## config.mk

```make
export PLATFORM = sky130hd
export DESIGN_NAME = ddrwb_top
export DESIGN_NICKNAME = d
export VERILOG_FILES = /design/src/rtl/ddrwb_sync.v /design/src/rtl/ddrwb_top.v
export VERILOG_INCLUDE_DIRS = /design/src /design/src/rtl
export SDC_FILE = /design/constraint.sdc
export NUM_CORES = 1
export LEC_CHECK = 0
export ABC_CLOCK_PERIOD_IN_PS = 3040
export BUFFER_PORTS_ARGS = -buffer_cell sky130_fd_sc_hd__buf_2
export CORE_ASPECT_RATIO = 0.6
export CORE_MARGIN = 1
export CORE_UTILIZATION = 45
export CTS_BUF_LIST = sky130_fd_sc_hd__clkbuf_8
export CTS_CLUSTER_SIZE = 20
export DETAILED_ROUTE_END_ITERATION = 6
export GPL_ROUTABILITY_DRIVEN = 1
export REMOVE_ABC_BUFFERS = 1
export SYNTH_ARGS = -nofsm -noshare
export SYNTH_HDL_FRONTEND = slang
export SYNTH_SLANG_ARGS = --single-unit
```

## constraint.sdc

```tcl
create_clock -name clk_in -period 3.04 [get_ports clk_in]
set_clock_uncertainty 0.05 [all_clocks]
set_input_delay 0.152 -clock clk_in [delete_from_list [all_inputs] [get_ports clk_in]]
set_output_delay 0.152 -clock clk_in [all_outputs]
set_load 0.01 [all_outputs]
```

## src/rtl/ddrwb_defs.vh

```
// Constants for the word and byte placement block of the DDR data phase
`ifndef DDRWB_DEFS_VH
`define DDRWB_DEFS_VH
`define DDRWB_CA_BITS      48
`define DDRWB_CA_RW_BIT    47
`define DDRWB_CA_SPACE_BIT 46
`define DDRWB_CA_WORDS     3
`define DDRWB_ADDR_HI      44
`define DDRWB_ADDR_LO      16
`define DDRWB_COL_HI       2
`define DDRWB_REG_DEPTH    4
`define DDRWB_LATENCY      2
`define DDRWB_MEM_AW       6
`endif

```

## src/rtl/ddrwb_sync.v

```verilog
// Two-stage synchroniser for a bundle of pin inputs
`timescale 1ns/1ps
module ddrwb_sync #(
    parameter WIDTH = 1
) (
    input  wire             clk_in,
    input  wire             sys_rst_in,
    input  wire [WIDTH-1:0] async_in,
    output reg  [WIDTH-1:0] sync_out
);
    reg [WIDTH-1:0] meta_r;

    always @(posedge clk_in) begin
        if (sys_rst_in) begin
            meta_r   <= {WIDTH{1'b0}};
            sync_out <= {WIDTH{1'b0}};
        end else begin
            meta_r   <= async_in;
            sync_out <= meta_r;
        end
    end
endmodule // ddrwb_sync

```

## src/rtl/ddrwb_top.v

```verilog
// Device-side data placement: samples the link, stores and returns words
`timescale 1ns/1ps
`include "ddrwb_defs.vh"
module ddrwb_top #(
    parameter MEM_AW = `DDRWB_MEM_AW,
    parameter LAT    = `DDRWB_LATENCY
) (
    // System
    input  wire       clk_in,
    input  wire       sys_rst_in,
    // Link pins
    input  wire       bus_clock_in,
    input  wire       cs_n_in,
    input  wire [7:0] dq_in,
    output reg  [7:0] dq_out,
    output reg        dq_oe_out,
    input  wire       rw_data_strobe_in,
    output reg        rw_data_strobe_out,
    output reg        rw_data_strobe_oe_out,
    // Status
    output reg        space_select_out
);
    // ****************************************************************
    // Pin synchronisation
    // ****************************************************************
    wire [10:0] s_w;
    ddrwb_sync #(.WIDTH(11)) u_sync (
        .clk_in     (clk_in),
        .sys_rst_in (sys_rst_in),
        .async_in   ({bus_clock_in, cs_n_in, rw_data_strobe_in, dq_in}),
        .sync_out   (s_w)
    );
    wire       ck_s   = s_w[10];
    wire       csn_s  = s_w[9];
    wire       msk_s  = s_w[8];
    wire [7:0] dq_s   = s_w[7:0];

    // ****************************************************************
    // Link edge detection and frame state
    // ****************************************************************
    // Edges are seen three system clocks late, so each link half period
    // must last at least four system clocks
    reg        ck_d_r;
    wire       rise_w = ck_s & ~ck_d_r;
    wire       fall_w = ~ck_s & ck_d_r;

    // Latency is counted in falling link edges, from zero
    localparam integer LAT_LAST = LAT - 1;

    localparam ST_IDLE = 2'd0;
    localparam ST_CA   = 2'd1;
    localparam ST_LAT  = 2'd2;
    localparam ST_DATA = 2'd3;

    reg [1:0]                  st_r;
    reg [2:0]                  ca_cnt_r;
    reg [`DDRWB_CA_BITS-1:0]   ca_r;
    reg                        rd_r;
    reg [7:0]                  lat_cnt_r;
    reg [MEM_AW-1:0]           addr_r;
    reg [7:0]                  a_byte_r;
    reg                        a_msk_r;
    reg                        phase_r;

    reg [7:0] mem_a [0:(1<<MEM_AW)-1];
    reg [7:0] mem_b [0:(1<<MEM_AW)-1];
    // Register space is small; its index is the low two address bits
    reg [15:0] regs [0:`DDRWB_REG_DEPTH-1];

    // ****************************************************************
    // Helpers
    // ****************************************************************
    // Linear burst: the word address wraps at the top of the array
    function [MEM_AW-1:0] next_addr;
        input [MEM_AW-1:0] a;
        begin
            next_addr = a + {{(MEM_AW-1){1'b0}}, 1'b1};
        end
    endfunction

    // Register words are kept as 16-bit values; memory as byte lanes
    function [15:0] reg_rd;
        input [MEM_AW-1:0] a;
        begin
            reg_rd = regs[a[1:0]];
        end
    endfunction

    // ****************************************************************
    // Command decode
    // ****************************************************************
    // Row bits above the array are ignored, so high rows alias
    wire [MEM_AW-1:0] ca_addr_w = {ca_r[`DDRWB_ADDR_LO+MEM_AW-4:
                                        `DDRWB_ADDR_LO],
                                   ca_r[`DDRWB_COL_HI:0]};
    wire [15:0] rword_w = reg_rd(addr_r);

    integer i;

    // ****************************************************************
    // Transaction engine
    // ****************************************************************
    always @(posedge clk_in) begin
        if (sys_rst_in) begin
            ck_d_r                <= 1'b0;
            st_r                  <= ST_IDLE;
            ca_cnt_r              <= 3'd0;
            ca_r                  <= {`DDRWB_CA_BITS{1'b0}};
            rd_r                  <= 1'b0;
            lat_cnt_r             <= 8'h00;
            addr_r                <= {MEM_AW{1'b0}};
            a_byte_r              <= 8'h00;
            a_msk_r               <= 1'b0;
            phase_r               <= 1'b0;
            dq_out                <= 8'h00;
            dq_oe_out             <= 1'b0;
            rw_data_strobe_out    <= 1'b0;
            rw_data_strobe_oe_out <= 1'b0;
            space_select_out      <= 1'b0;
            for (i = 0; i < `DDRWB_REG_DEPTH; i = i + 1) begin
                regs[i] <= 16'h0000;
            end
        end else begin
            ck_d_r <= ck_s;
            if (csn_s) begin
                // Chip select high ends any frame, clock may stop
                st_r                  <= ST_IDLE;
                dq_oe_out             <= 1'b0;
                rw_data_strobe_oe_out <= 1'b0;
                rw_data_strobe_out    <= 1'b0;
            end else begin
                case (st_r)
                ST_IDLE: begin
                    // Link clock idles low, so the first edge is a rise
                    st_r     <= ST_CA;
                    ca_cnt_r <= 3'd0;
                end
                ST_CA: begin
                    if (rise_w | fall_w) begin
                        ca_r <= {ca_r[`DDRWB_CA_BITS-9:0], dq_s};
                        ca_cnt_r <= ca_cnt_r + 3'd1;
                        if (ca_cnt_r == 3'd5) begin
                            st_r      <= ST_LAT;
                            lat_cnt_r <= 8'h00;
                        end
                    end
                end
                ST_LAT: begin
                    // Command fields are complete; latch them on every cycle until the first falling edge is counted
                    if (lat_cnt_r == 8'h00) begin
                        rd_r             <= ca_r[`DDRWB_CA_RW_BIT];
                        space_select_out <= ca_r[`DDRWB_CA_SPACE_BIT];
                        addr_r           <= ca_addr_w;
                        phase_r          <= 1'b0;
                    end
                    if (fall_w) begin
                        lat_cnt_r <= lat_cnt_r + 8'h01;
                        if (lat_cnt_r == LAT_LAST[7:0]) begin
                            st_r <= ST_DATA;
                            if (rd_r) begin
                                dq_oe_out             <= 1'b1;
                                rw_data_strobe_oe_out <= 1'b1;
                            end
                        end
                    end
                end
                ST_DATA: begin
                    if (rd_r) begin
                        if (rise_w) begin
                            // Byte A with strobe high
                            dq_out <= space_select_out ? rword_w[15:8]
                                                      : mem_a[addr_r];
                            rw_data_strobe_out <= 1'b1;
                        end else if (fall_w) begin
                            // Byte B with strobe low, then next word
                            dq_out <= space_select_out ? rword_w[7:0]
                                                      : mem_b[addr_r];
                            rw_data_strobe_out <= 1'b0;
                            addr_r <= next_addr(addr_r);
                        end
                    end else begin
                        if (rise_w) begin
                            a_byte_r <= dq_s;
                            a_msk_r  <= msk_s;
                            phase_r  <= 1'b1;
                        end else if (fall_w & phase_r) begin
                            // Word completes only with both bytes
                            phase_r <= 1'b0;
                            if (space_select_out) begin
                                regs[addr_r[1:0]] <= {a_byte_r, dq_s};
                            end
                            // A masked memory lane keeps its byte, register words ignore the mask; the word counts
                            addr_r <= next_addr(addr_r);
                        end
                    end
                end
                default: st_r <= ST_IDLE;
                endcase
            end
        end
    end

    // ****************************************************************
    // Byte-lane memory
    // ****************************************************************
    // Contents are not reset; a read before any write returns unknowns
    // Memory lanes kept apart so byte order is whatever the host chose
    always @(posedge clk_in) begin
        if (!sys_rst_in && !csn_s && st_r == ST_DATA && !rd_r &&
            fall_w && phase_r && !space_select_out) begin
            if (!a_msk_r) begin
                mem_a[addr_r] <= a_byte_r;
            end
            if (!msk_s) begin
                mem_b[addr_r] <= dq_s;
            end
        end
    end
endmodule // ddrwb_top

```

After elaboration in Yosys (flattened, before gate mapping)
Memory sizes are Yosys's and may differ from the RTL's. A register that Yosys moved wholly into a read port is not among the register bits.
Index checks and enable logic that the tools add are counted.
- bits in registers: 112
- memory bits (writable): 1088
- output and inout port bits: 12
- logic and storage cells: 129
- memories: 3
- memories (memory ; depth ; width ; read ports ; clocked after memory_dff ; write ports ; line ; text):
    mem_a ; 64 ; 8 ; 1 ; 1 ; 1 ; ddrwb_top.v:65 ; reg [7:0] mem_a [0:(1<<MEM_AW)-1];
    mem_b ; 64 ; 8 ; 1 ; 1 ; 1 ; ddrwb_top.v:66 ; reg [7:0] mem_b [0:(1<<MEM_AW)-1];
    regs ; 4 ; 16 ; 1 ; 1 ; 4 ; ddrwb_top.v:68 ; reg [15:0] regs [0:`DDRWB_REG_DEPTH-1];
- add/subtract/negate cells: 3
- equality and inequality tests: 15
- mux-type cells: 54
- bitwise operators: 8
- reductions and logical operators: 30
- operator list (operator ; count):
    2-to-1 mux 6 bit ; 10
    2-to-1 mux 8 bit ; 7
    2-to-1 mux 1 bit ; 23
    2-to-1 mux 16 bit ; 1
    one-hot mux 8 bit (2 select lines) ; 1
    OR reduction 16 bit ; 1
    AND reduction 5 bit ; 3
    2-to-1 mux 2 bit ; 7
    inequality test 2 bit, second input constant ; 7
    one-hot mux 6 bit (2 select lines) ; 1
    AND reduction 3 bit ; 4
    AND reduction 4 bit ; 3
    inequality test 3 bit, second input constant ; 3
    adder 8 x 1 -> 8 bit, second input constant ; 1
    == test 8 x 1 -> 1 bit, second input constant ; 1
    logical NOT 8 bit ; 1
    nonzero test 2 bit ; 4
    adder 6 x 1 -> 6 bit, second input constant ; 1
    logical AND 1 bit ; 6
    one-hot mux 2 bit (3 select lines) ; 1
    one-hot mux 3 bit (2 select lines) ; 1
    AND reduction 6 bit ; 1
    == test 2 bit, second input constant ; 2
    logical NOT 1 bit ; 4
    11 further kinds ; 16

Longest topological paths before layout
Gate-level depths: netlist of the first run.
- depth in word-level cells: 12
- gate-level depth with buffers: 12
- mapped depth without buffers: 8

Hierarchy
A second synthesis of the first run with hierarchy kept.
- cell total of the unflattened synthesis: 2577
- area, all modules: 46653.5 um^2
- modules (own cells, without submodules) (module ; times used ; cells an instance ; area each (um^2) ; sequential area each (um^2)):
    ddrwb_top ; 1 ; 2531 ; 46012.9 ; 34052.7
    ddrwb_sync ; 1 ; 46 ; 640.6 ; 440.4

Worst setup path before layout of the first run
Ideal clock, no wire load.
- path type: reg2reg
- from: reg u_sync.sync_out[10]
- to: mem mem_b[39][0] (enable)
- setup time: 371 ps
- arrival time: 2300 ps
- slack: 319 ps
- stages on the path, launching flop included: 11
- path buffers: 2
- cell sequence: dfxtp_1 > inv_1 > ha_1 > inv_2 > nor3b_1 > nand3_1 > or3_1 > clkbuf_1 > or2_2 > clkbuf_1 > nor2_1
- cells in the longest elaborated chain, start to end: 7
- ends and longest elaborated chain (element ; line ; text):
    start: declaration ; ddrwb_sync.v:9 ; output reg [WIDTH-1:0] sync_out
    start signal: assignment ; ddrwb_sync.v:16 ; sync_out <= {WIDTH{1'b0}};
    start signal: assignment ; ddrwb_sync.v:19 ; sync_out <= meta_r;
    inverter 1 bit ; ddrwb_top.v:45 ; wire fall_w = ~ck_s & ck_d_r;
    bitwise AND 1 bit ; ddrwb_top.v:45 ;
    logical AND 1 bit ; ddrwb_top.v:209 ; if (!sys_rst_in && !csn_s && st_r == ST_DATA && !rd_r &&
    logical AND 1 bit (2 in series) ; ddrwb_top.v:210 ; fall_w && phase_r && !space_select_out) begin
    2-to-1 mux 1 bit ; ddrwb_top.v:209 ;
    2-to-1 mux 1 bit (not written as such) ; ddrwb_top.v:215 ; mem_b[addr_r] <= dq_s;
    end: declaration ; ddrwb_top.v:66 ;
Every way passes these cells.

==> run metrics, run 1 <==
outcome=finished, final reports clean; H-tree Lvls=4; WL/cell=28.8 µm; Skew-Pair Late Insertion Delay=0.87 ns; vias in the first global route=25900; slew at the pin closest to its max-slew limit=1.23 ns; Remaining Overflow, GRT=0; global-route wire length before repair=187000 µm; sequential area share after synthesis=73.8%; clock tree buffer depth=3; worst min path class=primary input to register; Top Ports=25; CTS Root Buffer Type=clkbuf_8; Post-synth top flop=edfxtp_1; met3 Use GR=7.20%; Final TNS setup=0 ns; number of DRC markers in iteration 0=3455; Hold Violations, Final=0; total track usage=24.9%; Slew Viols, Final=0; Lkg Pwr=0.0177 µW; antenna viol nets, final=0; post-layout util=52.3%; Mapped Area=46700 µm²; Fillers=8182; Clock Sinks=1179; Antenna Diode Count=0; hpwl dp=85800 µm; most common cell after layout, fill and taps aside=edfxtp_1; kind of critical path=register to register; maximum clock rate=347 MHz; post-layout minimum cycle time=2.88 ns; drt pass-1 iters=6; most frequent CP cell=buf_4; Tcrit/Tclk final=94.8%; Port Buffers=24; CTS tree=yes; maximum capacitance violations=0; Gate Count Post-Synth=2582; commonest cells after routing, fill and taps aside=edfxtp_1 (1088), buf_4 (298), mux4_2 (196); final setup fails=0; RSZ-0062 raised after global routing=no; Yosys reg bits=1179; Most Used Layer, Global Route=met1; P&R area growth vs syn=15.0%; Peak supply drop=0.387 mV; routed vias=26700; Setup Buffers After CTS=0; CP max stage cell=buf_4; largest net degree at the start of global routing=76; area of the die=105000 µm²; Initial Utilization=45.5%; drt drc=0; EDFF count, synth=1088; Worst-path clk slew=0.06 ns; Pwr Density=655 nW/µm²; Worst EP arrival=3.55 ns; CTS buffer count=168; Rows=91; required time of the critical path=3.71 ns; layout cells sized above 1=26.4%; Max stage delay on crit path=0.43 ns; initial antenna violation count=0; syn_area_per_cell=18.1 µm²; worst-path cell chain=buf_12 -> buf_4 -> mux4_2 -> mux2_2 -> a221oi_1 -> buf_4 -> or3_1 -> o311ai_1; Die W=418 µm; height of the die=252 µm; ys async rst share=0%; slew margin rel.=17.8%; Synth Warn #=0; via/cell ratio=5.95; core area=103000 µm²; startpoint types=register; crit-path max FO=32; unique cell type count in the Yosys netlist=71; final net count=2980; crit end category=register; met2 Resource Use GR=32.4%; gp weighted congestion=0.941; Post-Route WL=129000 µm; M1 GR Usage=40.1%
## synthesized netlist by cell type (all sizes together), types with 16 or more instances
library cell	instances	area (µm²)
mux4	196	4410
nand2	118	443
and2	26	163
o211ai	26	195
a221oi	19	166
o221ai	16	140
nor2	161	604
nand2b	20	125
edfxtp	1088	32700
clkbuf	93	349
and3	53	332
a22oi	46	355
nor2b	47	294
a21oi	79	395
a211oi	38	285
mux2	21	236
mux2i	148	1480
nand3	20	105
dfxtp	91	1820
o21ai	18	90.1
buf	76	644
o22ai	24	150
nor3	18	90.1
## state kept, by name (all words and copies together), names as in the netlist, 2 cells and up, named ones only
name and cells:
dq_out 8, u_sync.meta_r 11, mem_b 512, regs 64
a_byte_r 8, st_r 2, u_sync.sync_out 11, addr_r 6
ca_r 21, lat_cnt_r 8, ca_cnt_r 3, mem_a 512
## logic make-up (layout without fill, tap and decap cells)
logic type	count (synthesis)	in the layout	synth area share, %
XOR/XNOR	8	8	0.150
adder cells (fa/ha/maj)	13	13	0.348
flip-flops	1179	1179	73.8
AO/OA/AOI/OAI	322	322	5.00
buffers and inverters	184	690	2.25
multiplexers	365	365	13.1
AND/OR/NAND/NOR	511	511	5.35
## power breakdown
group          switching [µW]  internal, µW
Sequential                191         17700
Combinational            3140          2030
Clock                    6120          6100
Total                    9450         25800
## critical path, delay by kind of cell, from the launching register on
kind	cells	cell delay (ns)
DFF	1	0.39
AOI/OAI and AO/OA	2	0.52
muxes	2	0.68
buffers and inverters	3	0.89
and+or+nand+nor	1	0.14
## per-layer routing
layer	vias up	routed length, µm
met4	0	2680
met2	1551	51800
met3	200	16200
met5	-	0
li1	11100	-
met1	13800	58400
## repair_timing
action	4_1_cts	5_1_grt
hold buffers	34	0
endpoints found under the setup margin	0	2
resized for setup	0	2
hold endpoints to repair	46	0
## worst paths after layout
path                                       start                  to  slack [ns]  cells past startpoint
worst max-delay path                    register           dq_out[0]        0.16                      8
worst min-delay path                  sys_rst_in           dq_out[0]        0.35                      5
worst max register to register          register           dq_out[0]        0.16                      8
worst min register to register  u_sync.meta_r[1]  u_sync.sync_out[1]        0.39                      1
## final cells by class
cell class	instances	area (µm²)	area share [%]
Inverter	15	56.3	0.105
Multi-Input combinational cell	1219	11200	20.9
Sequential cell	1179	34500	64.2
Clock buffer	178	2450	4.56
Timing Repair Buffer	371	3010	5.60
Clock inverter	126	744	1.38
Tap cell	1395	1750	3.25
## metrics by stage
| stage | instances | cell area [µm²] | hold WS [ns] | setup slack [ns] | total power [µW] |
|---|---|---|---|---|---|
| 6_report | 4483 | 53800 | 0.345 | 0.158 | 35200 |
| 5_1_grt | 4483 | 53800 | 0.348 | 0.0270 | 36300 |
| 4_1_cts | 4483 | 53800 | 0.252 | 0.0305 | 35400 |
| 3_5_place_dp | 4145 | 50200 | 0.320 | 0.0647 | 23200 |
| 3_3_place_gp | 4145 | 50200 | 0.316 | 0.0693 | 23200 |
| 2_1_floorplan | 2413 | 45800 | 0.169 | -10.00 | 20800 |
(Power assumes the default switching activity.)
==> run 2, diff against run 1 <==
--- a/config.mk
+++ b/config.mk
@@ -6,11 +6,11 @@
 export SDC_FILE = /design/constraint.sdc
 export NUM_CORES = 1
 export LEC_CHECK = 0
-export ABC_CLOCK_PERIOD_IN_PS = 3040
+export ABC_CLOCK_PERIOD_IN_PS = 2600
 export BUFFER_PORTS_ARGS = -buffer_cell sky130_fd_sc_hd__buf_2
 export CORE_ASPECT_RATIO = 0.6
 export CORE_MARGIN = 1
-export CORE_UTILIZATION = 45
+export CORE_UTILIZATION = 35
 export CTS_BUF_LIST = sky130_fd_sc_hd__clkbuf_8
 export CTS_CLUSTER_SIZE = 20
 export DETAILED_ROUTE_END_ITERATION = 6
==> constraint.sdc (replaced) <==
create_clock -name clk_in -period 2.6 [get_ports clk_in]
set_clock_uncertainty 0.05 [all_clocks]
set_input_delay 0.13 -clock clk_in [delete_from_list [all_inputs] [get_ports clk_in]]
set_output_delay 0.13 -clock clk_in [all_outputs]
set_load 0.01 [all_outputs]
==> run 2 against run 1 <==
Compared with the run above:
- the flow now finishes with violations (setup timing)
- cell count is 12% higher
- critical endpoint is now dq_out[3]
- highest routed layer unchanged
- die area is 28% higher
- critical path type unchanged
- first-iteration DRC count is 5.5% lower
- maximum frequency is 9.4% higher
==> run metrics, run 2 (synthesis results as in run 1) <==
outcome=finished with violations (was finished, final reports clean); failing checks=setup timing; drt drc=0 (unchanged); largest net degree at the start of global routing=86 (was 76); Fillers=11600 (was 8182); Worst-path clk slew=0.07 ns (was 0.06 ns); final setup fails=2 (was 0); CTS Root Buffer Type=clkbuf_8 (unchanged); post-route cell area=56800 µm² (was 53800 µm²); Pwr Density=741 nW/µm² (was 655 nW/µm²); Die W=474 µm (was 418 µm); CTS buffer count=164 (was 168); hpwl dp=87900 µm (was 85800 µm); fin worst setup slack=-0.0338 ns (was 0.158 ns); vias in the first global route=26600 (was 25900); required time of the critical path=3.27 ns (was 3.71 ns); routed vias=26800 (was 26700); global-route wire length before repair=185000 µm (was 187000 µm); CTS tree=yes (unchanged); Final TNS setup=-0.0608 ns (was 0 ns); antenna viol nets, final=0 (unchanged); Skew-Pair Late Insertion Delay=0.88 ns (was 0.87 ns); crit-path max FO=12 (was 32); via/cell ratio=5.34 (was 5.95); Pwr Total=42100 µW (was 35200 µW); Slew Viols, Final=0 (unchanged); startpoint types=register (unchanged); Top Ports=25 (unchanged); Tcrit/Tclk final=101% (was 94.8%); H-tree Lvls=4 (unchanged); hold slack=0.305 ns (was 0.345 ns); dpl cell area=51900 µm² (was 50200 µm²); number of DRC markers in iteration 0=3266 (was 3455); worst-path cell chain=buf_16 -> buf_12 -> mux4_2 -> a211oi_2 -> a2111oi_2 -> buf_4 -> o41ai_2 -> o211ai_1 (was buf_12 -> buf_4 -> mux4_2 -> mux2_2 -> a221oi_1 -> buf_4 -> or3_1 -> o311ai_1); Hold Violations, Final=0 (unchanged); drt pass-1 iters=5 (was 6); Lkg Pwr=0.0187 µW (was 0.0177 µW); worst min path class=primary input to register (unchanged); post-layout minimum cycle time=2.63 ns (was 2.88 ns); Max stage delay on crit path=0.53 ns (was 0.43 ns); kind of critical path=register to register (unchanged); layout cells sized above 1=33.7% (was 26.4%); Post-Route WL=129000 µm (about the same); slew margin rel.=42.8% (was 17.8%); top flop regs=mem_a x512, mem_b x512, regs x64 (unchanged); clock tree buffer depth=3 (unchanged); Initial Utilization=35.4% (was 45.5%); most common cell after layout, fill and taps aside=edfxtp_1 (unchanged); maximum capacitance violations=0 (unchanged); P&R area growth vs syn=21.5% (was 15.0%); Remaining Overflow, GRT=0 (unchanged); Clock Sinks=1179 (unchanged); initial antenna violation count=6 (was 0); height of the die=285 µm (was 252 µm); final net count=3123 (was 2980); Port Buffers=24 (unchanged); slew at the pin closest to its max-slew limit=0.858 ns (was 1.23 ns); RSZ-0062 raised after global routing=yes (was no); Worst EP arrival=3.30 ns (was 3.55 ns); total track usage=19.0% (was 24.9%); WL/cell=25.8 µm (was 28.8 µm); crit end category=register (unchanged); area of the die=135000 µm² (was 105000 µm²); Peak supply drop=0.595 mV (was 0.387 mV); core area=132000 µm² (was 103000 µm²); CP max stage cell=mux4_2 (was buf_4); Rows=103 (was 91); maximum clock rate=380 MHz (was 347 MHz); commonest cells after routing, fill and taps aside=edfxtp_1 (1088), buf_4 (352), mux4_2 (196) (was edfxtp_1 (1088), buf_4 (298), mux4_2 (196)); gp weighted congestion=0.930 (was 0.941)
==> run 2: cell count changes in the layout (fill, tap and decap cells not counted), sizes merged <==
| cell | delta |
|---|---|
| clkinv | +3 |
| clkinvlp | +2 |
| clkbuf | +3 |
| inv | -12 |
| diode | +6 |
| buf | +143 |
| bufinv | -1 |
==> run 2: power breakdown <==
group,switching (µW),internal (µW)
clock network,7210,6990
registers,183,20600
logic,4080,2980
==> run 2: repair_timing <==
item | in CTS | in global routing
setup endpoints to repair | 872 | 857
hold buffers | 34 | 0
gates cloned | 1 | 4
setup buffers | 10 | 29
hold endpoints to repair | 90 | 0
gates resized for setup | 52 | 175
pin swaps | 3 | 21
==> run 2: metal layers <==
metal	vias up	global-route usage (%)	share of wire (%)
li1	11400	-	-
met1	13800	28.2	45
met2	1393	24.9	40
met3	174	8.02	13
met4	0	5.33	1.9
met5	-	0	0
==> run 2: worst max-delay path: cells and delay by family (launching register included) <==
| family | cells | cell delay (ns) |
|---|---|---|
| mux | 1 | 0.53 |
| flops | 1 | 0.41 |
| buf+inv | 3 | 0.55 |
| compound gates | 4 | 0.90 |
==> run 2: path summary, 6_finish.rpt <==
kind | startpoint | to | slack (ns) | depth (start not counted)
worst max-delay path | register | dq_out[3] | -0.03 | 8
worst min-delay path | sys_rst_in | ck_d_r | 0.30 | 4
worst max register to register | register | dq_out[3] | -0.03 | 8
worst min register to register | u_sync.meta_r[2] | u_sync.sync_out[2] | 0.39 | 1
==> run 2: cell type report <==
cell class | count | area, µm² | share of cell area [%]
sequential | 1179 | 34500 | 60.8
multi-input combinational | 1219 | 11900 | 21.0
timing repair buffer | 518 | 4880 | 8.60
clock buffer | 177 | 2440 | 4.29
tap | 1785 | 2230 | 3.93
clock inverter | 118 | 707 | 1.24
inverter | 15 | 56.3 | 0.0991
antenna | 6 | 15.0 | 0.0264
==> run 2: metrics by stage <==
step                setup slack, ns  utilization, %  instances
finish                      -0.0338            43.0       5017
global route                -0.0876            43.0       5013
CTS                         -0.0118            42.2       4979
detailed placement           -0.290            39.3       4639
global placement             -0.325            39.3       4639
floorplan                    -10.44               -       2413
